[src/hdl/crc_accumulate_unit_consts.svh]
// offsets, field positions, reset values and counts of the crc unit
`ifndef CRC_ACCUMULATE_UNIT_CONSTS_SVH
`define CRC_ACCUMULATE_UNIT_CONSTS_SVH

// ****************************************
// register byte offsets
// ****************************************
`define CRC_OFS_CTRL 8'h00
`define CRC_OFS_ACC_IN 8'h04
`define CRC_OFS_DATA_SRC 8'h08
`define CRC_OFS_OP 8'h0C
`define CRC_OFS_STATUS 8'h10
`define CRC_OFS_RESULT 8'h14
`define CRC_OFS_FEATURE 8'h18

// ****************************************
// reset values
// ****************************************
`define CRC_RST_WORD 32'h0000_0000

// ****************************************
// status bit positions
// ****************************************
`define CRC_ST_BUSY 0
`define CRC_ST_DONE 1
`define CRC_ST_UNDEF 2
`define CRC_ST_NOP 3
`define CRC_ST_WROTE 4
`define CRC_ST_DEST_LSB 8

// ****************************************
// polynomials and encodings
// ****************************************
`define CRC_POLY_ETH 32'h04C1_1DB7
`define CRC_POLY_CAST 32'h1EDC_6F41
`define CRC_COND_ALWAYS 4'hE
`define CRC_SIZE_BYTE 2'h0
`define CRC_SIZE_HALF 2'h1
`define CRC_SIZE_WORD 2'h2
`define CRC_SIZE_DWORD 2'h3
`define CRC_PC_IDX 4'hF
`define CRC_POL_UNDEF 2'h0
`define CRC_POL_NOP 2'h1
`define CRC_POL_UNCOND 2'h2
`define CRC_POL_COND 2'h3
`define CRC_FEAT_CRC_PRESENT 4'h1

// ****************************************
// timing counts, in clock cycles
// ****************************************
`define CRC_BITS_BYTE 6'h08
`define CRC_BITS_HALF 6'h10
`define CRC_BITS_WORD 6'h20
`define CRC_BITS_SKIP 6'h01

`endif

[src/hdl/crc_accumulate_unit_pkg.sv]
// types shared by the crc accumulate unit
package crc_accumulate_unit_pkg;

  // ****************************************
  // engine state and instruction outcome
  // ****************************************
  typedef enum logic {ST_IDLE, ST_RUN} state_t;
  typedef enum logic [1:0] {OUT_EXEC, OUT_NOP, OUT_UNDEF} outcome_t;

  // ****************************************
  // launched instruction word
  // ****************************************
  typedef struct packed {
    logic [9:0] rsvd;             // reads as zero
    logic [3:0] data_idx;         // data_source_reg index
    logic [3:0] acc_idx;          // accumulator_input_reg index
    logic [3:0] dest_idx;         // accumulator output index
    logic cond_pass;              // condition check result
    logic in_conditional_block;   // mixed-width, inside block
    logic fixed_enc;              // 1: 32-bit fixed-width encoding
    logic [3:0] cond;             // condition field
    logic castagnoli_crc_op;      // polynomial select
    logic [1:0] operand_size_field; // 00 byte, 01 half, 10 word
  } op_word_t;

  // ****************************************
  // control word
  // ****************************************
  typedef struct packed {
    logic [24:0] rsvd;            // reads as zero
    logic data_independent_timing_ctrl; // constant-time request
    logic [1:0] block_pol;        // outcome inside conditional block
    logic [1:0] cond_pol;         // outcome for non-always cond
    logic [1:0] size64_pol;       // outcome for size code 11
  } ctrl_t;

endpackage : crc_accumulate_unit_pkg

[src/hdl/crc_accumulate_unit.sv]
// crc accumulate execution unit with apb register access
//
// Overview of operation
// operand of 8, 16 or 32 bits
// select ethernet or castagnoli polynomial
// bit-reverse inputs and the remainder
// pad, xor, divide modulo two
// only low size bits of data used
// read accumulator and data, write result
// no crc extension means undefined
// size code 11: undefined, nop or 32
// register 15 use gets undefined behaviour
// non-always condition follows chosen policy
// inside conditional block follows chosen policy
// execution time independent of data
// exception response independent of data
// feature field reports crc support
// write only when passed and defined
//
// The implementer's own choices: the APB slave port and the register offsets.
`include "crc_accumulate_unit_consts.svh"

module crc_accumulate_unit
  import crc_accumulate_unit_pkg::*;
#(
  parameter bit CRC_EXT = 1'b1 // crc extension built in
) (
  input wire logic pclk, // bus clock, 40 MHz
  input wire logic presetn, // async reset, active low
  input wire logic psel, // slave select
  input wire logic penable, // access phase
  input wire logic pwrite, // 1 write, 0 read
  input wire logic [7:0] paddr, // byte address
  input wire logic [31:0] pwdata, // write data
  output logic [31:0] prdata, // read data
  output logic pready, // transfer done
  output logic pslverr // unmapped address
);

  // ****************************************
  // helpers
  // ****************************************
  // mirror a 32-bit word end to end
  function automatic logic [31:0] bit_order_reverse(
    input logic [31:0] w
  );
    logic [31:0] r;
    r = 32'h0000_0000;
    for (int i = 0; i < 32; i++) begin
      r[i] = w[31 - i];
    end
    return r;
  endfunction : bit_order_reverse

  // address hits a mapped register
  function automatic logic addr_mapped(input logic [7:0] a);
    return a == `CRC_OFS_CTRL || a == `CRC_OFS_ACC_IN ||
      a == `CRC_OFS_DATA_SRC || a == `CRC_OFS_OP ||
      a == `CRC_OFS_STATUS || a == `CRC_OFS_RESULT ||
      a == `CRC_OFS_FEATURE;
  endfunction : addr_mapped

  // ****************************************
  // declarations
  // ****************************************
  logic [31:0] prdata_q, prdata_d; // registered read data
  logic pready_q, pready_d; // registered ready
  logic pslverr_q, pslverr_d; // registered error
  ctrl_t ctrl_q, ctrl_d; // policies and timing control
  logic [31:0] acc_in_q, acc_in_d; // accumulator_input_reg value
  logic [31:0] data_src_q, data_src_d; // data_source_reg value
  op_word_t op_q, op_d; // last launched instruction
  logic [31:0] result_q, result_d; // accumulator output value
  logic [31:0] crc_q, crc_d; // running remainder
  logic [31:0] shift_q, shift_d; // reversed data, msb first
  logic [5:0] cnt_q, cnt_d; // cycles left in run
  state_t state_q, state_d; // engine state
  outcome_t outcome_q, outcome_d; // decided outcome
  logic done_q, done_d; // sticky completion
  logic wrote_q, wrote_d; // destination written
  logic [31:0] poly_q, poly_d; // selected polynomial
  logic wr_en; // write takes effect
  logic start; // launch accepted
  op_word_t op_w; // incoming instruction
  outcome_t outcome_w; // decoded outcome
  logic [5:0] nbits_w; // effective operand bits
  logic [31:0] mask_w; // low size bits of data
  logic [31:0] status_w; // status word
  logic [31:0] feature_w; // feature word
  logic fb_w; // division feedback bit

  assign prdata = prdata_q;
  assign pready = pready_q;
  assign pslverr = pslverr_q;
  assign wr_en = psel && penable && pready_q && pwrite;
  assign op_w = op_word_t'(pwdata);
  // a new op is taken only while the engine is idle
  assign start = wr_en && paddr == `CRC_OFS_OP && state_q == ST_IDLE;

  // ****************************************
  // read-only words
  // ****************************************
  always_comb begin
    status_w = 32'h0000_0000;
    status_w[`CRC_ST_BUSY] = state_q == ST_RUN;
    status_w[`CRC_ST_DONE] = done_q;
    status_w[`CRC_ST_UNDEF] = outcome_q == OUT_UNDEF;
    status_w[`CRC_ST_NOP] = outcome_q == OUT_NOP;
    status_w[`CRC_ST_WROTE] = wrote_q;
    status_w[`CRC_ST_DEST_LSB +: 4] = op_q.dest_idx;
    feature_w = 32'h0000_0000;
    if (CRC_EXT) begin
      feature_w[3:0] = `CRC_FEAT_CRC_PRESENT;
    end
  end

  // ****************************************
  // decode of the launched instruction
  // ****************************************
  always_comb begin
    outcome_w = OUT_EXEC;
    nbits_w = `CRC_BITS_BYTE;
    // size code picks the operand width
    unique case (op_w.operand_size_field)
      `CRC_SIZE_BYTE: nbits_w = `CRC_BITS_BYTE;
      `CRC_SIZE_HALF: nbits_w = `CRC_BITS_HALF;
      `CRC_SIZE_WORD: nbits_w = `CRC_BITS_WORD;
      `CRC_SIZE_DWORD: begin
        nbits_w = `CRC_BITS_WORD;
        if (ctrl_q.size64_pol == `CRC_POL_UNDEF) begin
          outcome_w = OUT_UNDEF;
        end else if (ctrl_q.size64_pol == `CRC_POL_NOP) begin
          outcome_w = OUT_NOP;
        end
      end
    endcase
    // fixed-width encoding with a condition other than always
    if (op_w.fixed_enc && op_w.cond != `CRC_COND_ALWAYS &&
        outcome_w == OUT_EXEC) begin
      unique case (ctrl_q.cond_pol)
        `CRC_POL_UNDEF: outcome_w = OUT_UNDEF;
        `CRC_POL_NOP: outcome_w = OUT_NOP;
        `CRC_POL_UNCOND: outcome_w = OUT_EXEC;
        `CRC_POL_COND: begin
          outcome_w = op_w.cond_pass ? OUT_EXEC : OUT_NOP;
        end
      endcase
    end
    // mixed-width encoding placed inside a conditional block
    if (!op_w.fixed_enc && op_w.in_conditional_block &&
        outcome_w == OUT_EXEC) begin
      unique case (ctrl_q.block_pol)
        `CRC_POL_UNDEF: outcome_w = OUT_UNDEF;
        `CRC_POL_NOP: outcome_w = OUT_NOP;
        `CRC_POL_UNCOND: outcome_w = OUT_EXEC;
        `CRC_POL_COND: begin
          outcome_w = op_w.cond_pass ? OUT_EXEC : OUT_NOP;
        end
      endcase
    end
    // program counter as any operand is always undefined
    if (op_w.dest_idx == `CRC_PC_IDX || op_w.acc_idx == `CRC_PC_IDX ||
        op_w.data_idx == `CRC_PC_IDX) begin
      outcome_w = OUT_UNDEF;
    end
    // without the extension nothing else matters
    if (!CRC_EXT) begin
      outcome_w = OUT_UNDEF;
    end
  end

  // mask keeping only the low size bits of the data
  always_comb begin
    mask_w = 32'hFFFF_FFFF;
    if (nbits_w == `CRC_BITS_BYTE) begin
      mask_w = 32'h0000_00FF;
    end else if (nbits_w == `CRC_BITS_HALF) begin
      mask_w = 32'h0000_FFFF;
    end
  end

  // ****************************************
  // apb slave and software registers
  // ****************************************
  // ready one cycle after setup, so every access is two cycles
  always_comb begin
    pready_d = psel && !penable;
    prdata_d = prdata_q;
    pslverr_d = 1'b0;
    ctrl_d = ctrl_q;
    acc_in_d = acc_in_q;
    data_src_d = data_src_q;
    // read data and error are settled at the setup edge
    if (psel && !penable) begin
      pslverr_d = !addr_mapped(paddr);
      prdata_d = 32'h0000_0000;
      if (!pwrite) begin
        unique case (paddr)
          `CRC_OFS_CTRL: prdata_d = 32'(ctrl_q);
          `CRC_OFS_ACC_IN: prdata_d = acc_in_q;
          `CRC_OFS_DATA_SRC: prdata_d = data_src_q;
          `CRC_OFS_OP: prdata_d = 32'(op_q);
          `CRC_OFS_STATUS: prdata_d = status_w;
          `CRC_OFS_RESULT: prdata_d = result_q;
          `CRC_OFS_FEATURE: prdata_d = feature_w;
          default: prdata_d = 32'h0000_0000;
        endcase
      end
    end
    // writes land at the access edge
    if (wr_en) begin
      unique case (paddr)
        `CRC_OFS_CTRL: begin
          ctrl_d = ctrl_t'(pwdata);
          ctrl_d.rsvd = 25'h000_0000;
        end
        `CRC_OFS_ACC_IN: acc_in_d = pwdata;
        `CRC_OFS_DATA_SRC: data_src_d = pwdata;
        default: ;
      endcase
    end
  end

  // register the bus group
  always_ff @(posedge pclk or negedge presetn) begin
    if (!presetn) begin
      prdata_q <= `CRC_RST_WORD;
      pready_q <= 1'b0;
      pslverr_q <= 1'b0;
      ctrl_q <= ctrl_t'(`CRC_RST_WORD);
      acc_in_q <= `CRC_RST_WORD;
      data_src_q <= `CRC_RST_WORD;
    end else begin
      prdata_q <= prdata_d;
      pready_q <= pready_d;
      pslverr_q <= pslverr_d;
      ctrl_q <= ctrl_d;
      acc_in_q <= acc_in_d;
      data_src_q <= data_src_d;
    end
  end

  // ****************************************
  // crc engine
  // ****************************************
  // one bit per cycle, msb first; cycle count set by size, or one cycle for a skipped op
  assign fb_w = crc_q[31] ^ shift_q[31];

  always_comb begin
    state_d = state_q;
    cnt_d = cnt_q;
    crc_d = crc_q;
    shift_d = shift_q;
    poly_d = poly_q;
    op_d = op_q;
    outcome_d = outcome_q;
    done_d = done_q;
    wrote_d = wrote_q;
    result_d = result_q;
    unique case (state_q)
      ST_IDLE: begin
        if (start) begin
          state_d = ST_RUN;
          op_d = op_w;
          op_d.rsvd = 10'h000;
          outcome_d = outcome_w;
          done_d = 1'b0;
          wrote_d = 1'b0;
          // fixed latency per size and outcome, never per data value
          cnt_d = outcome_w == OUT_EXEC ? nbits_w : `CRC_BITS_SKIP;
          crc_d = bit_order_reverse(acc_in_q);
          shift_d = bit_order_reverse(data_src_q & mask_w);
          poly_d = op_w.castagnoli_crc_op ? `CRC_POLY_CAST
                                          : `CRC_POLY_ETH;
        end
      end
      ST_RUN: begin
        // long division: shift out, subtract poly on a one
        if (outcome_q == OUT_EXEC) begin
          crc_d = {crc_q[30:0], 1'b0} ^ (fb_w ? poly_q : 32'h0);
          shift_d = {shift_q[30:0], 1'b0};
        end
        cnt_d = cnt_q - 6'h01;
        // nothing cuts a run short, so exceptions see fixed timing
        if (cnt_q == `CRC_BITS_SKIP) begin
          state_d = ST_IDLE;
          done_d = 1'b1;
          // result_q is kept on a skipped op; only a passed op writes
          if (outcome_q == OUT_EXEC) begin
            result_d = bit_order_reverse(crc_d);
            wrote_d = 1'b1;
          end
        end
      end
    endcase
  end

  // register the engine group
  always_ff @(posedge pclk or negedge presetn) begin
    if (!presetn) begin
      state_q <= ST_IDLE;
      cnt_q <= 6'h00;
      crc_q <= `CRC_RST_WORD;
      shift_q <= `CRC_RST_WORD;
      poly_q <= `CRC_RST_WORD;
      op_q <= op_word_t'(`CRC_RST_WORD);
      outcome_q <= OUT_EXEC;
      done_q <= 1'b0;
      wrote_q <= 1'b0;
      result_q <= `CRC_RST_WORD;
    end else begin
      state_q <= state_d;
      cnt_q <= cnt_d;
      crc_q <= crc_d;
      shift_q <= shift_d;
      poly_q <= poly_d;
      op_q <= op_d;
      outcome_q <= outcome_d;
      done_q <= done_d;
      wrote_q <= wrote_d;
      result_q <= result_d;
    end
  end
endmodule : crc_accumulate_unit

[config.mk]
export PLATFORM = sky130hd
export DESIGN_NAME = crc_accumulate_unit
export DESIGN_NICKNAME = d
export VERILOG_FILES = /design/src/hdl/crc_accumulate_unit_pkg.sv /design/src/hdl/crc_accumulate_unit.sv
export VERILOG_INCLUDE_DIRS = /design/src /design/src/hdl
export SDC_FILE = /design/constraint.sdc
export NUM_CORES = 1
export LEC_CHECK = 0
export BUFFER_PORTS_ARGS = -buffer_cell sky130_fd_sc_hd__buf_2
export CAP_MARGIN = 10
export CORE_MARGIN = 2
export CORE_UTILIZATION = 50
export CTS_BUF_LIST = sky130_fd_sc_hd__clkbuf_8
export DETAILED_ROUTE_END_ITERATION = 10
export PLACE_DENSITY = 0.73
export SLEW_MARGIN = 20
export SYNTH_ARGS = -nofsm -noshare
export SYNTH_HDL_FRONTEND = slang
export SYNTH_SLANG_ARGS = --single-unit
[constraint.sdc]
create_clock -name pclk -period 1.76 [get_ports pclk]
set_input_delay 0.352 -clock pclk [delete_from_list [all_inputs] [get_ports pclk]]
set_output_delay 0.352 -clock pclk [all_outputs]
set_load 0.1 [all_outputs]
-- Yosys cells after proc, flatten, opt, wreduce, memory -nomap -nowiden
Cells that the tools add are included.
- reductions and logical operators: 39
- eq/ne operators: 28
- muxes and demuxes: 35
- bitwise logic cells: 4
- add/sub/neg operators: 1
- operators by type and width (cell ; count):
    32-bit 2-to-1 mux ; 8
    32-bit one-hot mux with 7 select lines ; 1
    32-bit one-hot mux with 2 select lines ; 2
    32-bit bitwise AND ; 1
    32-bit bitwise XOR ; 1
    29-bit 2-to-1 mux ; 1
    8-bit by 5-bit == test with 1-bit output (second input constant) ; 3
    6-bit one-hot mux with 3 select lines ; 1
    8-bit by 4-bit == test with 1-bit output (second input constant) ; 2
    2-bit logical NOT ; 8
    2-bit one-hot mux with 4 select lines ; 2
    2-bit == test (second input constant) ; 7
    4-bit == test (second input constant) ; 3
    6-bit 2-to-1 mux ; 2
    6-bit one-hot mux with 2 select lines ; 1
    2-bit AND reduction ; 6
    2-bit by 1-bit == test with 1-bit output (second input constant) ; 5
    1-bit logical AND ; 10
    2-bit 2-to-1 mux ; 5
    1-bit 2-to-1 mux ; 9
    8-bit by 3-bit == test with 1-bit output (second input constant) ; 1
    8-bit logical NOT ; 1
    1-bit logical OR ; 8
    6-bit by 1-bit == test with 1-bit output (second input constant) ; 1
    other kinds (12) ; 18
- input port bits: 45
- flip-flop bits (word level): 266

-- Longest topological paths before layout
Gate-level depths: netlist of run 1.
- depth after elaboration: 15
- gate-level depth with buffers: 8
- depth with buffers taken out: 6

-- Least setup slack after synthesis of run 1
OpenSTA, ideal clock, no wires.
- kind: reg-to-reg
- from: register pready_q, in the netlist pready
- to: register op_q[16] (netlist bit)
- stages on the path, launching flop included: 8
- data arrival time: 2283 ps
- period minus slack after synthesis: 2408 ps
- setup time: 125 ps
- path slack: -648 ps
- cell sequence: dfrtp_1 > and4_1 > buf_2 > nand4_2 > nor2_1 > buf_4 > buf_4 > mux2_2
- longest elaborated chain between the ends: 5
- RTL lines (item ; line ; RTL):
    from (decl) ; crc_accumulate_unit.sv:67 ; logic pready_q, pready_d;
    from (signal assigned) ; crc_accumulate_unit.sv:235 ; pready_q <= pready_d;
    1-bit logical AND (2 in series) ; crc_accumulate_unit.sv:95 ; assign wr_en = psel && penable && pready_q && pwrite;
    1-bit logical AND (no line) ; - ;
    1-bit logical AND ; crc_accumulate_unit.sv:98 ; assign start = wr_en && paddr == `CRC_OFS_OP && state_q == ST_IDLE;
    2-bit AND reduction (no line) ; - ;
    to (signal assigned) ; crc_accumulate_unit.sv:306 ; op_q <= op_word_t'(`CRC_RST_WORD);
    to (signal assigned) ; crc_accumulate_unit.sv:317 ; op_q <= op_d;
    to (decl) ; crc_accumulate_unit.sv:72 ; op_word_t op_q, op_d;
No other way between the ends.
A chain may end at the register's enable or synchronous reset.

-- Worst setup path in the final report of run 1
- from: register cnt_q[4]
- to: register result_q[23]
- longest elaborated chain between the ends: 2
- RTL lines (item ; line ; RTL):
    from (decl) ; crc_accumulate_unit.sv:76 ; logic [5:0] cnt_q, cnt_d;
    from (signal assigned) ; crc_accumulate_unit.sv:313 ; cnt_q <= cnt_d;
    6-bit by 1-bit == test with 1-bit output (no line) ; - ;
    3-bit AND reduction (no line) ; - ;
    to (signal assigned) ; crc_accumulate_unit.sv:310 ; result_q <= `CRC_RST_WORD;
    to (signal assigned) ; crc_accumulate_unit.sv:321 ; result_q <= result_d;
    to (decl) ; crc_accumulate_unit.sv:73 ; logic [31:0] result_q, result_d;
No other way between the ends.

==> impl_metrics.csv, run 1 <==
group,metric,value,unit
run_status,run_status,"finished with violations",
run_status,violations,"setup timing",
route,wl_per_cell,20.4,µm
pwr,power.leakage,6.46,nW
cells_and_area,nets,1159,
cts,clk_path_buf_depth,3,
synthesis,synth.distinct_cells,56,
worst_setup_path,max_stage_delay,0.40,ns
worst_setup_path,critPathKind,"reg2reg",
cts,cts_made_buffers,40,
synthesis,yosys.area_share.simple,9.29,%
synthesis,synthMuxAreaShare,16.0,%
synthesis,seq_area_frac_synth,54.0,%
synthesis,synth_warnings,0,
timing,period_share,103,%
placement,pre_cts_slack,-0.291,ns
synthesis,synth_top_family_by_area,"multiplexers",
worst_setup_path,crit_fanout,7,
worst_setup_path,cp.required,2.17,ns
route,drt-pass1-iter-count,5,
timing,finalHoldViolCount,0,
route,highest_layer,"met4",
synthesis,syn_inst,957,
global_route,globalRouteOverflowTotal,0,
synthesis,synthTopCellsByArea,"dfrtp_1 54%, mux2_2 8.2%, mux2i_1 4.6%",
worst_setup_path,path_cells,"nor3_2 > nand4b_1 > nor2_4 > buf_6 > buf_12 > mux2_4",
cts,cts_max_level,2,
hold_path,whs_path_depth,2,
cts,path_clk_slew,0.06,ns
timing,fin_crit,1.81,ns
synthesis,yosys.area_share.xor_xnor,2.24,%
timing,timing.hold.ws,0.0612,ns
worst_setup_path,end_kind,"register",
synthesis,syn_area,10900,µm²
timing,rsz0062_at_grt,"true",
timing,fmax,553,MHz
cells_and_area,nFillCells,1752,
global_route,grt_pass1_wl,45900,µm
global_route,antenna_found_initial,0,
pwr,finalPower,11.3,mW
worst_setup_path,r2r_setup_slack,-0.05,ns
synthesis,synth_area_leader_cell,"dfrtp_1",
route,drt_iter0_drc,594,
cts,clock-sinks,236,
hold_path,min_path_type,"in2reg",
floorplanning,die_area,23100,µm²
floorplanning,core-area,21600,µm²
cts,clk-insertion-delay-late,0.54,ns
cells_and_area,fin_cells,1417,
synthesis,async_reset_ff_share,100,%
route,drt.antenna.violating_nets,0,
placement,dp_cells,1340,
placement,dp_hpwl,19200,µm
pwr,power.density,852,nW/µm²
timing,slew_violations,0,
placement,io_buffers,78,
route,num_vias,8237,
cells_and_area,final_cell_mix,"234 x dfrtp_1, 79 x buf_4, 77 x buf_2",
cts,cts_tree,"yes",
synthesis,synth_fp_nets,1004,
floorplanning,die_w,152,µm
worst_setup_path,cp-start-kind,"register",
pwr,ir_drop,0.536,mV
timing,relSlewSlack,60.6,%
floorplanning,row_count,54,
route,route.met3.wl,1550,µm
synthesis,synth_compound_area_share,14.6,%
cells_and_area,drive_above_1_share,30.0,%
timing,setup_viol,13,
global_route,grt_pass1_vias,8414,
cells_and_area,syn2layout_area_growth,21.3,%
synthesis,yosys_most_used_dff,"dfrtp_1",
floorplanning,boundaryPins,79,
timing,clock_skew,0.0203,ns
synthesis,synth-edff-count,0,
cells_and_area,diodes,0,
synthesis,ys_ff_latch,236,
run,maxCapViolations,0,
timing,tightest_slew,0.590,ns
worst_setup_path,worst_path_max_delay_cell,"dfrtp_1",
route,route.met2.wl,13500,µm
floorplanning,initial_core_util,50.6,%
timing,setup_ws,-0.0479,ns
synthesis,synth_top_cell_area_share,54.0,%
global_route,grt_max_degree,66,
route,via_per_inst,5.81,
synthesis,synthAdderAreaFrac,0.229,%
placement,gp_congestion,0.861,
cts,clock-root-buffer,"clkbuf_8",
synthesis,synth.avg_cell_area,11.4,µm²
floorplanning,die_y,152,µm
cells_and_area,final_common_cell,"dfrtp_1",
route,drc,0,
global_route,grtUsageTotal,24.6,%
route,drt_wl_total,28900,µm
worst_setup_path,r2r_cells,6,
worst_setup_path,crit_arrival,2.22,ns
route,wl_met1,13100,µm
## stage by stage
stage | util, % | area, µm² | TNS (ns)
3_3_place_gp | 56.9 | 12300 | -29.81
2_1_floorplan | - | 11000 | -9.78
6_report | 61.4 | 13300 | -0.361
4_1_cts | 60.5 | 13100 | -0.00186
5_1_grt | 61.4 | 13300 | -2.06
3_5_place_dp | 56.9 | 12300 | -34.29
## repair_timing
action / CTS / global route
resized for setup: 3 / 25
hold buffers: 1 / 0
pin swaps: 2 / 5
setup buffers: 1 / 6
setup endpoints to repair: 49 / 71
gates cloned: 0 / 2
hold endpoints to repair: 62 / 0
## state kept, by name, indices dropped and copies added (netlist names)
name        flops
state_q         1
shift_q        32
pslverr         1
result_q       32
crc_q          32
pready          1
data_src_q     32
done_q          1
wrote_q         1
cnt_q           6
prdata         32
op_q           21
poly_q          3
acc_in_q       32
ctrl_q          7
outcome_q       2
## final cells by class
class	count	area, µm²	share of cell area (%)
multi-input cells	642	4790	36.1
clock inverters	17	70.1	0.528
flip-flops and latches	236	5910	44.5
inverters	11	41.3	0.311
clock buffers	50	688	5.18
well taps	280	350	2.64
repair buffers	181	1430	10.8
## critical path, delay by kind of cell (launching register included)
family        cells  cell delay, ns
simple gates      3            0.72
flops             1            0.40
buf+inv           2            0.26
mux               1            0.31
## routing by layer
| layer | vias to the layer above | GRT usage, % |
|---|---|---|
| met2 | 243 | 38.4 |
| met3 | 49 | 4.42 |
| met1 | 4159 | 35.3 |
| li1 | 3786 | - |
| met5 | - | 0 |
| met4 | 0 | 7.74 |
## power breakdown
group | internal [mW] | switching [mW] | leakage [nW]
clock network | 2.54 | 2.18 | 0.448
logic | 0.339 | 0.504 | 2.83
registers | 5.61 | 0.139 | 3.18
## logic make-up (layout without fill, tap and decap cells)
| kind of cell | Yosys count | in the layout |
|---|---|---|
| compound gates | 246 | 246 |
| flops | 236 | 236 |
| simple gates | 208 | 208 |
| mux | 158 | 158 |
| buf+inv | 79 | 259 |
| xor+xnor | 28 | 28 |
| fa+ha+maj | 2 | 2 |
## synthesized netlist by cell type (5+ instances only)
cell	instances
nand4_1	7
buf_4	11
mux2_1	25
a22o_1	12
nand2b_1	6
clkbuf_1	31
o21ai_1	16
mux2i_1	50
nor2_1	65
dfrtp_1	236
a221o_1	19
mux2_2	80
xor2_1	25
a21o_1	14
and3_1	27
nand3_1	8
o21ai_0	64
nand2_1	70
a221oi_1	8
a22oi_1	27
o22ai_1	8
inv_1	9
buf_2	18
o2bb2ai_1	11
buf_6	5
a21oi_1	51
## final timing paths
path                                        to        from
max in group asynchronous       data_src_q[26]     presetn
min in group asynchronous          result_q[7]     presetn
worst min-delay path              acc_in_q[30]  pwdata[30]
worst max register to register    result_q[23]    cnt_q[4]
worst min register to register       prdata[4]   prdata[4]
worst max-delay path              result_q[23]    cnt_q[4]
Note: power is estimated with default switching activity, not from simulation.
==> run 2, diff against run 1 <==
--- a/config.mk
+++ b/config.mk
@@ -9,10 +9,10 @@
 export BUFFER_PORTS_ARGS = -buffer_cell sky130_fd_sc_hd__buf_2
 export CAP_MARGIN = 10
 export CORE_MARGIN = 2
-export CORE_UTILIZATION = 50
+export CORE_UTILIZATION = 57
 export CTS_BUF_LIST = sky130_fd_sc_hd__clkbuf_8
 export DETAILED_ROUTE_END_ITERATION = 10
-export PLACE_DENSITY = 0.73
+export PLACE_DENSITY = 0.81
 export SLEW_MARGIN = 20
 export SYNTH_ARGS = -nofsm -noshare
 export SYNTH_HDL_FRONTEND = slang
==> impl_metrics.csv, run 2 (synthesis results as in run 1) <==
group,metric,value,unit
hold_path,min_path_type,"in2reg",
timing,finalHoldViolCount,0,
timing,fin_crit,1.73,ns
run,maxCapViolations,0,
worst_setup_path,r2r_cells,7,
timing,tightest_slew,0.576,ns
timing,slew_violations,0,
route,drt_iter0_drc,717,
cells_and_area,syn2layout_area_growth,18.8,%
timing,tns,0,ns
cts,clk_path_buf_depth,3,
worst_setup_path,startpoint,"crc_q[31]",
placement,place_area,12200,µm²
cts,cts_max_level,2,
cells_and_area,diodes,0,
worst_setup_path,cp-start-kind,"register",
route,via_per_inst,6.21,
worst_setup_path,end_kind,"register",
global_route,grt_max_degree,53,
cts,clk-insertion-delay-late,0.54,ns
timing,rsz0062_at_grt,"true",
cts,clock-root-buffer,"clkbuf_8",
placement,dp_cells,1285,
route,num_vias,8385,
floorplanning,die_w,143,µm
floorplanning,boundaryPins,79,
timing,period_share,98.1,%
floorplanning,row_count,50,
cells_and_area,final_common_cell,"dfrtp_1",
cells_and_area,nets,1141,
placement,io_buffers,78,
timing,clock_skew,0.0250,ns
route,drt_wl_total,28100,µm
floorplanning,die_y,143,µm
cts,clock-sinks,236,
global_route,grt_pass1_vias,8416,
global_route,antenna_found_initial,0,
floorplanning,core-area,18800,µm²
global_route,globalRouteOverflowTotal,0,
cells_and_area,final_cell_mix,"234 x dfrtp_1, 77 x buf_2, 73 x mux2_2",
global_route,grtUsageTotal,28.4,%
worst_setup_path,crit_end,"crc_q[20]",
pwr,power.density,859,nW/µm²
cells_and_area,fin_cells,1351,
cts,cts_tree,"yes",
timing,setup_viol,0,
worst_setup_path,r2r_end,"crc_q[20]",
floorplanning,die_area,20300,µm²
cts,path_clk_slew,0.06,ns
cells_and_area,drive_above_1_share,29.5,%
worst_setup_path,crit_arrival,2.15,ns
timing,relSlewSlack,61.5,%
worst_setup_path,crit_fanout,10,
worst_setup_path,critPathKind,"reg2reg",
worst_setup_path,reg2reg_from,"crc_q[31]",
route,drc,0,
run_status,run_status,"completed",
placement,dp_hpwl,19000,µm
floorplanning,initial_core_util,58.3,%
route,drt-pass1-iter-count,8,
pwr,power.leakage,6.34,nW
global_route,grt_pass1_wl,44700,µm
cts,cts_made_buffers,39,
placement,gp_congestion,0.860,
route,wl_per_cell,20.8,µm
worst_setup_path,cp.required,2.18,ns
cells_and_area,fin_area,13000,µm²
worst_setup_path,r2r_setup_slack,0.03,ns
route,drt.antenna.violating_nets,0,
timing,fmax,579,MHz
pwr,ir_drop,0.693,mV
run 2: worst min-delay path by stage:
stage / start / endpoint / slack [ns] / cells after the start
6_report: pwdata[29] / data_src_q[29] / 0.04 / 2
5_1_grt: pwdata[28] / data_src_q[28] / 0.04 / 2
4_1_cts: pwdata[29] / data_src_q[29] / 0.03 / 2
3_5_place_dp: presetn / prdata[10] / 0.30 / 1
3_3_place_gp: presetn / prdata[10] / 0.30 / 1
2_1_floorplan: presetn / acc_in_q[0] / 0.06 / 0
run 2: worst max-delay path: stages, from the launching register on:
cell and delay (ns):
dfrtp_1 0.41, xor2_1 0.18, buf_4 0.16, nand2_1 0.09, buf_6 0.22, xor2_1 0.24
nor2_1 0.06, a221o_1 0.26
run 2: area by class of cell:
| class | count | area [µm²] |
|---|---|---|
| clock buffers | 48 | 661 |
| flip-flops and latches | 236 | 5910 |
| clock inverters | 16 | 72.6 |
| multi-input cells | 642 | 4760 |
| inverters | 11 | 41.3 |
| repair buffers | 164 | 1260 |
| fillers | 1325 | 5760 |
| well taps | 234 | 293 |
run 2: repair_timing:
| action | 4_1_cts | 5_1_grt |
|---|---|---|
| setup buffers | 0 | 1 |
| setup endpoints to repair | 60 | 73 |
| gates resized for setup | 2 | 15 |
| pin swaps | 1 | 5 |
| endpoints found under the hold margin | 47 | 0 |
| hold buffers | 1 | 0 |
run 2: per-stage QoR:
step	hold slack [ns]	setup slack, ns	utilization (%)	total power, mW
after floorplan	0.0564	-0.181	-	6.22
after global placement	0.299	-0.246	64.9	6.61
after detailed placement	0.301	-0.316	64.9	6.65
after CTS	0.0283	0.00499	68.9	11.2
after global routing	0.0430	-0.0121	69.3	11.6
final	0.0412	0.0338	69.3	11.2
run 2: metal layers:
metal  GRT usage (%)  share of wire (%)  up-vias
li1                -                  -     3733
met1            38.8                 43     4204
met2            46.1                 48      379
met3            4.54                6.5       69
met4            10.9                2.9        0
met5               0                  0        -
run 2: report_power, final:
| group | switching [mW] | total, mW | internal, mW |
|---|---|---|---|
| Sequential | 0.151 | 5.76 | 5.61 |
| Clock | 2.14 | 4.58 | 2.45 |
| Combinational | 0.502 | 0.829 | 0.327 |
==> run 3, diff against run 2 <==
--- a/config.mk
+++ b/config.mk
@@ -13,6 +13,7 @@
 export CTS_BUF_LIST = sky130_fd_sc_hd__clkbuf_8
 export DETAILED_ROUTE_END_ITERATION = 10
 export PLACE_DENSITY = 0.81
+export SETUP_SLACK_MARGIN = 0.3
 export SLEW_MARGIN = 20
 export SYNTH_ARGS = -nofsm -noshare
 export SYNTH_HDL_FRONTEND = slang
==> constraint.sdc (replaced) <==
create_clock -name pclk -period 1.45 [get_ports pclk]
set_input_delay 0.29 -clock pclk [delete_from_list [all_inputs] [get_ports pclk]]
set_output_delay 0.29 -clock pclk [all_outputs]
set_load 0.1 [all_outputs]
==> impl_metrics.csv, run 3 (synthesis results as in run 1) <==
group,metric,value,unit
route,num_vias,11100,
route,drc,0,
worst_setup_path,r2r_cells,7,
hold_path,whs_path_depth,2,
worst_setup_path,reg2reg_from,"pready",
hold_path,hp-start,"pwdata[29]",
cells_and_area,diodes,0,
run_status,violations,"setup timing",
placement,pre_cts_slack,-0.511,ns
hold_path,min_path_type,"in2reg",
timing,fmax,500,MHz
route,drt_iter0_drc,1495,
cts,clock-sinks,236,
timing,fin_crit,2.00,ns
timing,setup_ws,-0.549,ns
global_route,grt_pass1_wl,62100,µm
cells_and_area,drive_above_1_share,56.1,%
cts,cts_max_level,2,
worst_setup_path,r2r_setup_slack,-0.55,ns
placement,gp_congestion,0.880,
floorplanning,core-area,18800,µm²
global_route,globalRouteOverflowTotal,0,
timing,finalHoldViolCount,0,
worst_setup_path,cp-start-kind,"register",
route,drt_wl_total,52100,µm
pwr,power.density,879,nW/µm²
placement,place_area,13000,µm²
global_route,grt_max_degree,55,
hold_path,whs_endpoint,"acc_in_q[29]",
worst_setup_path,critPathKind,"reg2reg",
worst_setup_path,crit_arrival,2.37,ns
cells_and_area,fin_area,17200,µm²
cts,path_clk_slew,0.08,ns
timing,tightest_slew,0.854,ns
pwr,ir_drop,1.17,mV
placement,dp_cells,1351,
cts,clk_path_buf_depth,3,
timing,rsz0062_at_grt,"true",
global_route,antenna_found_initial,1,
floorplanning,die_y,143,µm
cells_and_area,fin_cells,1510,
timing,setup_viol,207,
pwr,power.leakage,7.96,nW
cells_and_area,nFillCells,530,
route,via_per_inst,7.37,
worst_setup_path,end_kind,"register",
worst_setup_path,crit_fanout,5,
timing,timing.hold.ws,0.00658,ns
floorplanning,row_count,50,
timing,period_share,138,%
cts,clk-insertion-delay-late,0.55,ns
cells_and_area,nets,1296,
run,maxCapViolations,0,
run_status,run_status,"finished with violations",
global_route,grtUsageTotal,40.4,%
floorplanning,die_w,143,µm
global_route,grt_pass1_vias,10600,
worst_setup_path,r2r_end,"crc_q[23]",
timing,relSlewSlack,43.0,%
cts,cts_tree,"yes",
floorplanning,initial_core_util,58.3,%
floorplanning,die_area,20300,µm²
route,wl_per_cell,34.5,µm
cts,clock-root-buffer,"clkbuf_8",
route,drt.antenna.violating_nets,0,
cells_and_area,final_cell_mix,"200 x dfrtp_1, 124 x buf_4, 105 x mux2_4",
cells_and_area,final_common_cell,"dfrtp_1",
worst_setup_path,cp.required,1.82,ns
route,drt-pass1-iter-count,5,
placement,io_buffers,78,
timing,slew_violations,0,
cells_and_area,syn2layout_area_growth,57.1,%
floorplanning,boundaryPins,79,
timing,clock_skew,0.0165,ns
pwr,finalPower,15.1,mW
cts,cts_made_buffers,40,
placement,dp_hpwl,20100,µm
run 3: timing repair:
action	in CTS	in global routing
setup endpoints to repair	266	268
pin swaps	48	80
buffers inserted	28	32
gates resized for setup	312	253
hold endpoints to repair	244	0
hold buffers	6	0
cloned	12	12
run 3: area by class of cell:
class                           count  area (µm²)  share of cell area, %
Timing Repair Buffer              318        3860                   22.5
Tap cell                          234         293                   1.70
Multi-Input combinational cell    642        6240                   36.3
Clock inverter                     16        61.3                  0.357
Sequential cell                   236        5950                   34.6
Inverter                           11        51.3                  0.298
Clock buffer                       53         729                   4.24
run 3: worst max-delay path by stage:
stage / from / to / slack [ns] / depth (start not counted)
5_1_grt: pready / crc_q[23] / -0.57 / 7
3_3_place_gp: paddr[1] / crc_q[21] / -0.47 / 7
4_1_cts: cnt_q[2] / result_q[0] / -0.28 / 5
2_1_floorplan: pready / crc_q[16] / -0.49 / 7
6_report: pready / crc_q[23] / -0.55 / 7
3_5_place_dp: paddr[1] / crc_q[12] / -0.51 / 7
run 3: power by group:
part	switching [mW]	internal, mW	total, mW	leakage (nW)
combinational	0.994	0.732	1.73	4.37
sequential	0.291	6.80	7.09	3.12
clock	3.04	3.25	6.29	0.465
total	4.33	10.8	15.1	7.96
run 3: routing by layer:
layer / global-route usage, % / vias up / wire length, µm
li1: - / 4049 / -
met1: 49.0 / 5360 / 16900
met2: 66.8 / 1235 / 22700
met3: 10.1 / 485 / 6930
met4: 21.4 / 2 / 5560
met5: 0 / - / 13
run 3: worst max-delay path: stages (launching register included):
cell	delay (ns)
dfrtp_4	0.40
and4_1	0.19
buf_6	0.14
and4_4	0.27
buf_6	0.12
buf_8	0.13
mux2i_1	0.33
o21ai_1	0.24
run 3: stage by stage:
| stage | TNS [ns] | util [%] |
|---|---|---|
| global placement | -75.73 | 69.1 |
| finish | -61.59 | 91.6 |
| CTS | -39.81 | 82.5 |
| detailed placement | -81.40 | 69.1 |
| global route | -68.90 | 91.6 |
| floorplan | -58.87 | - |
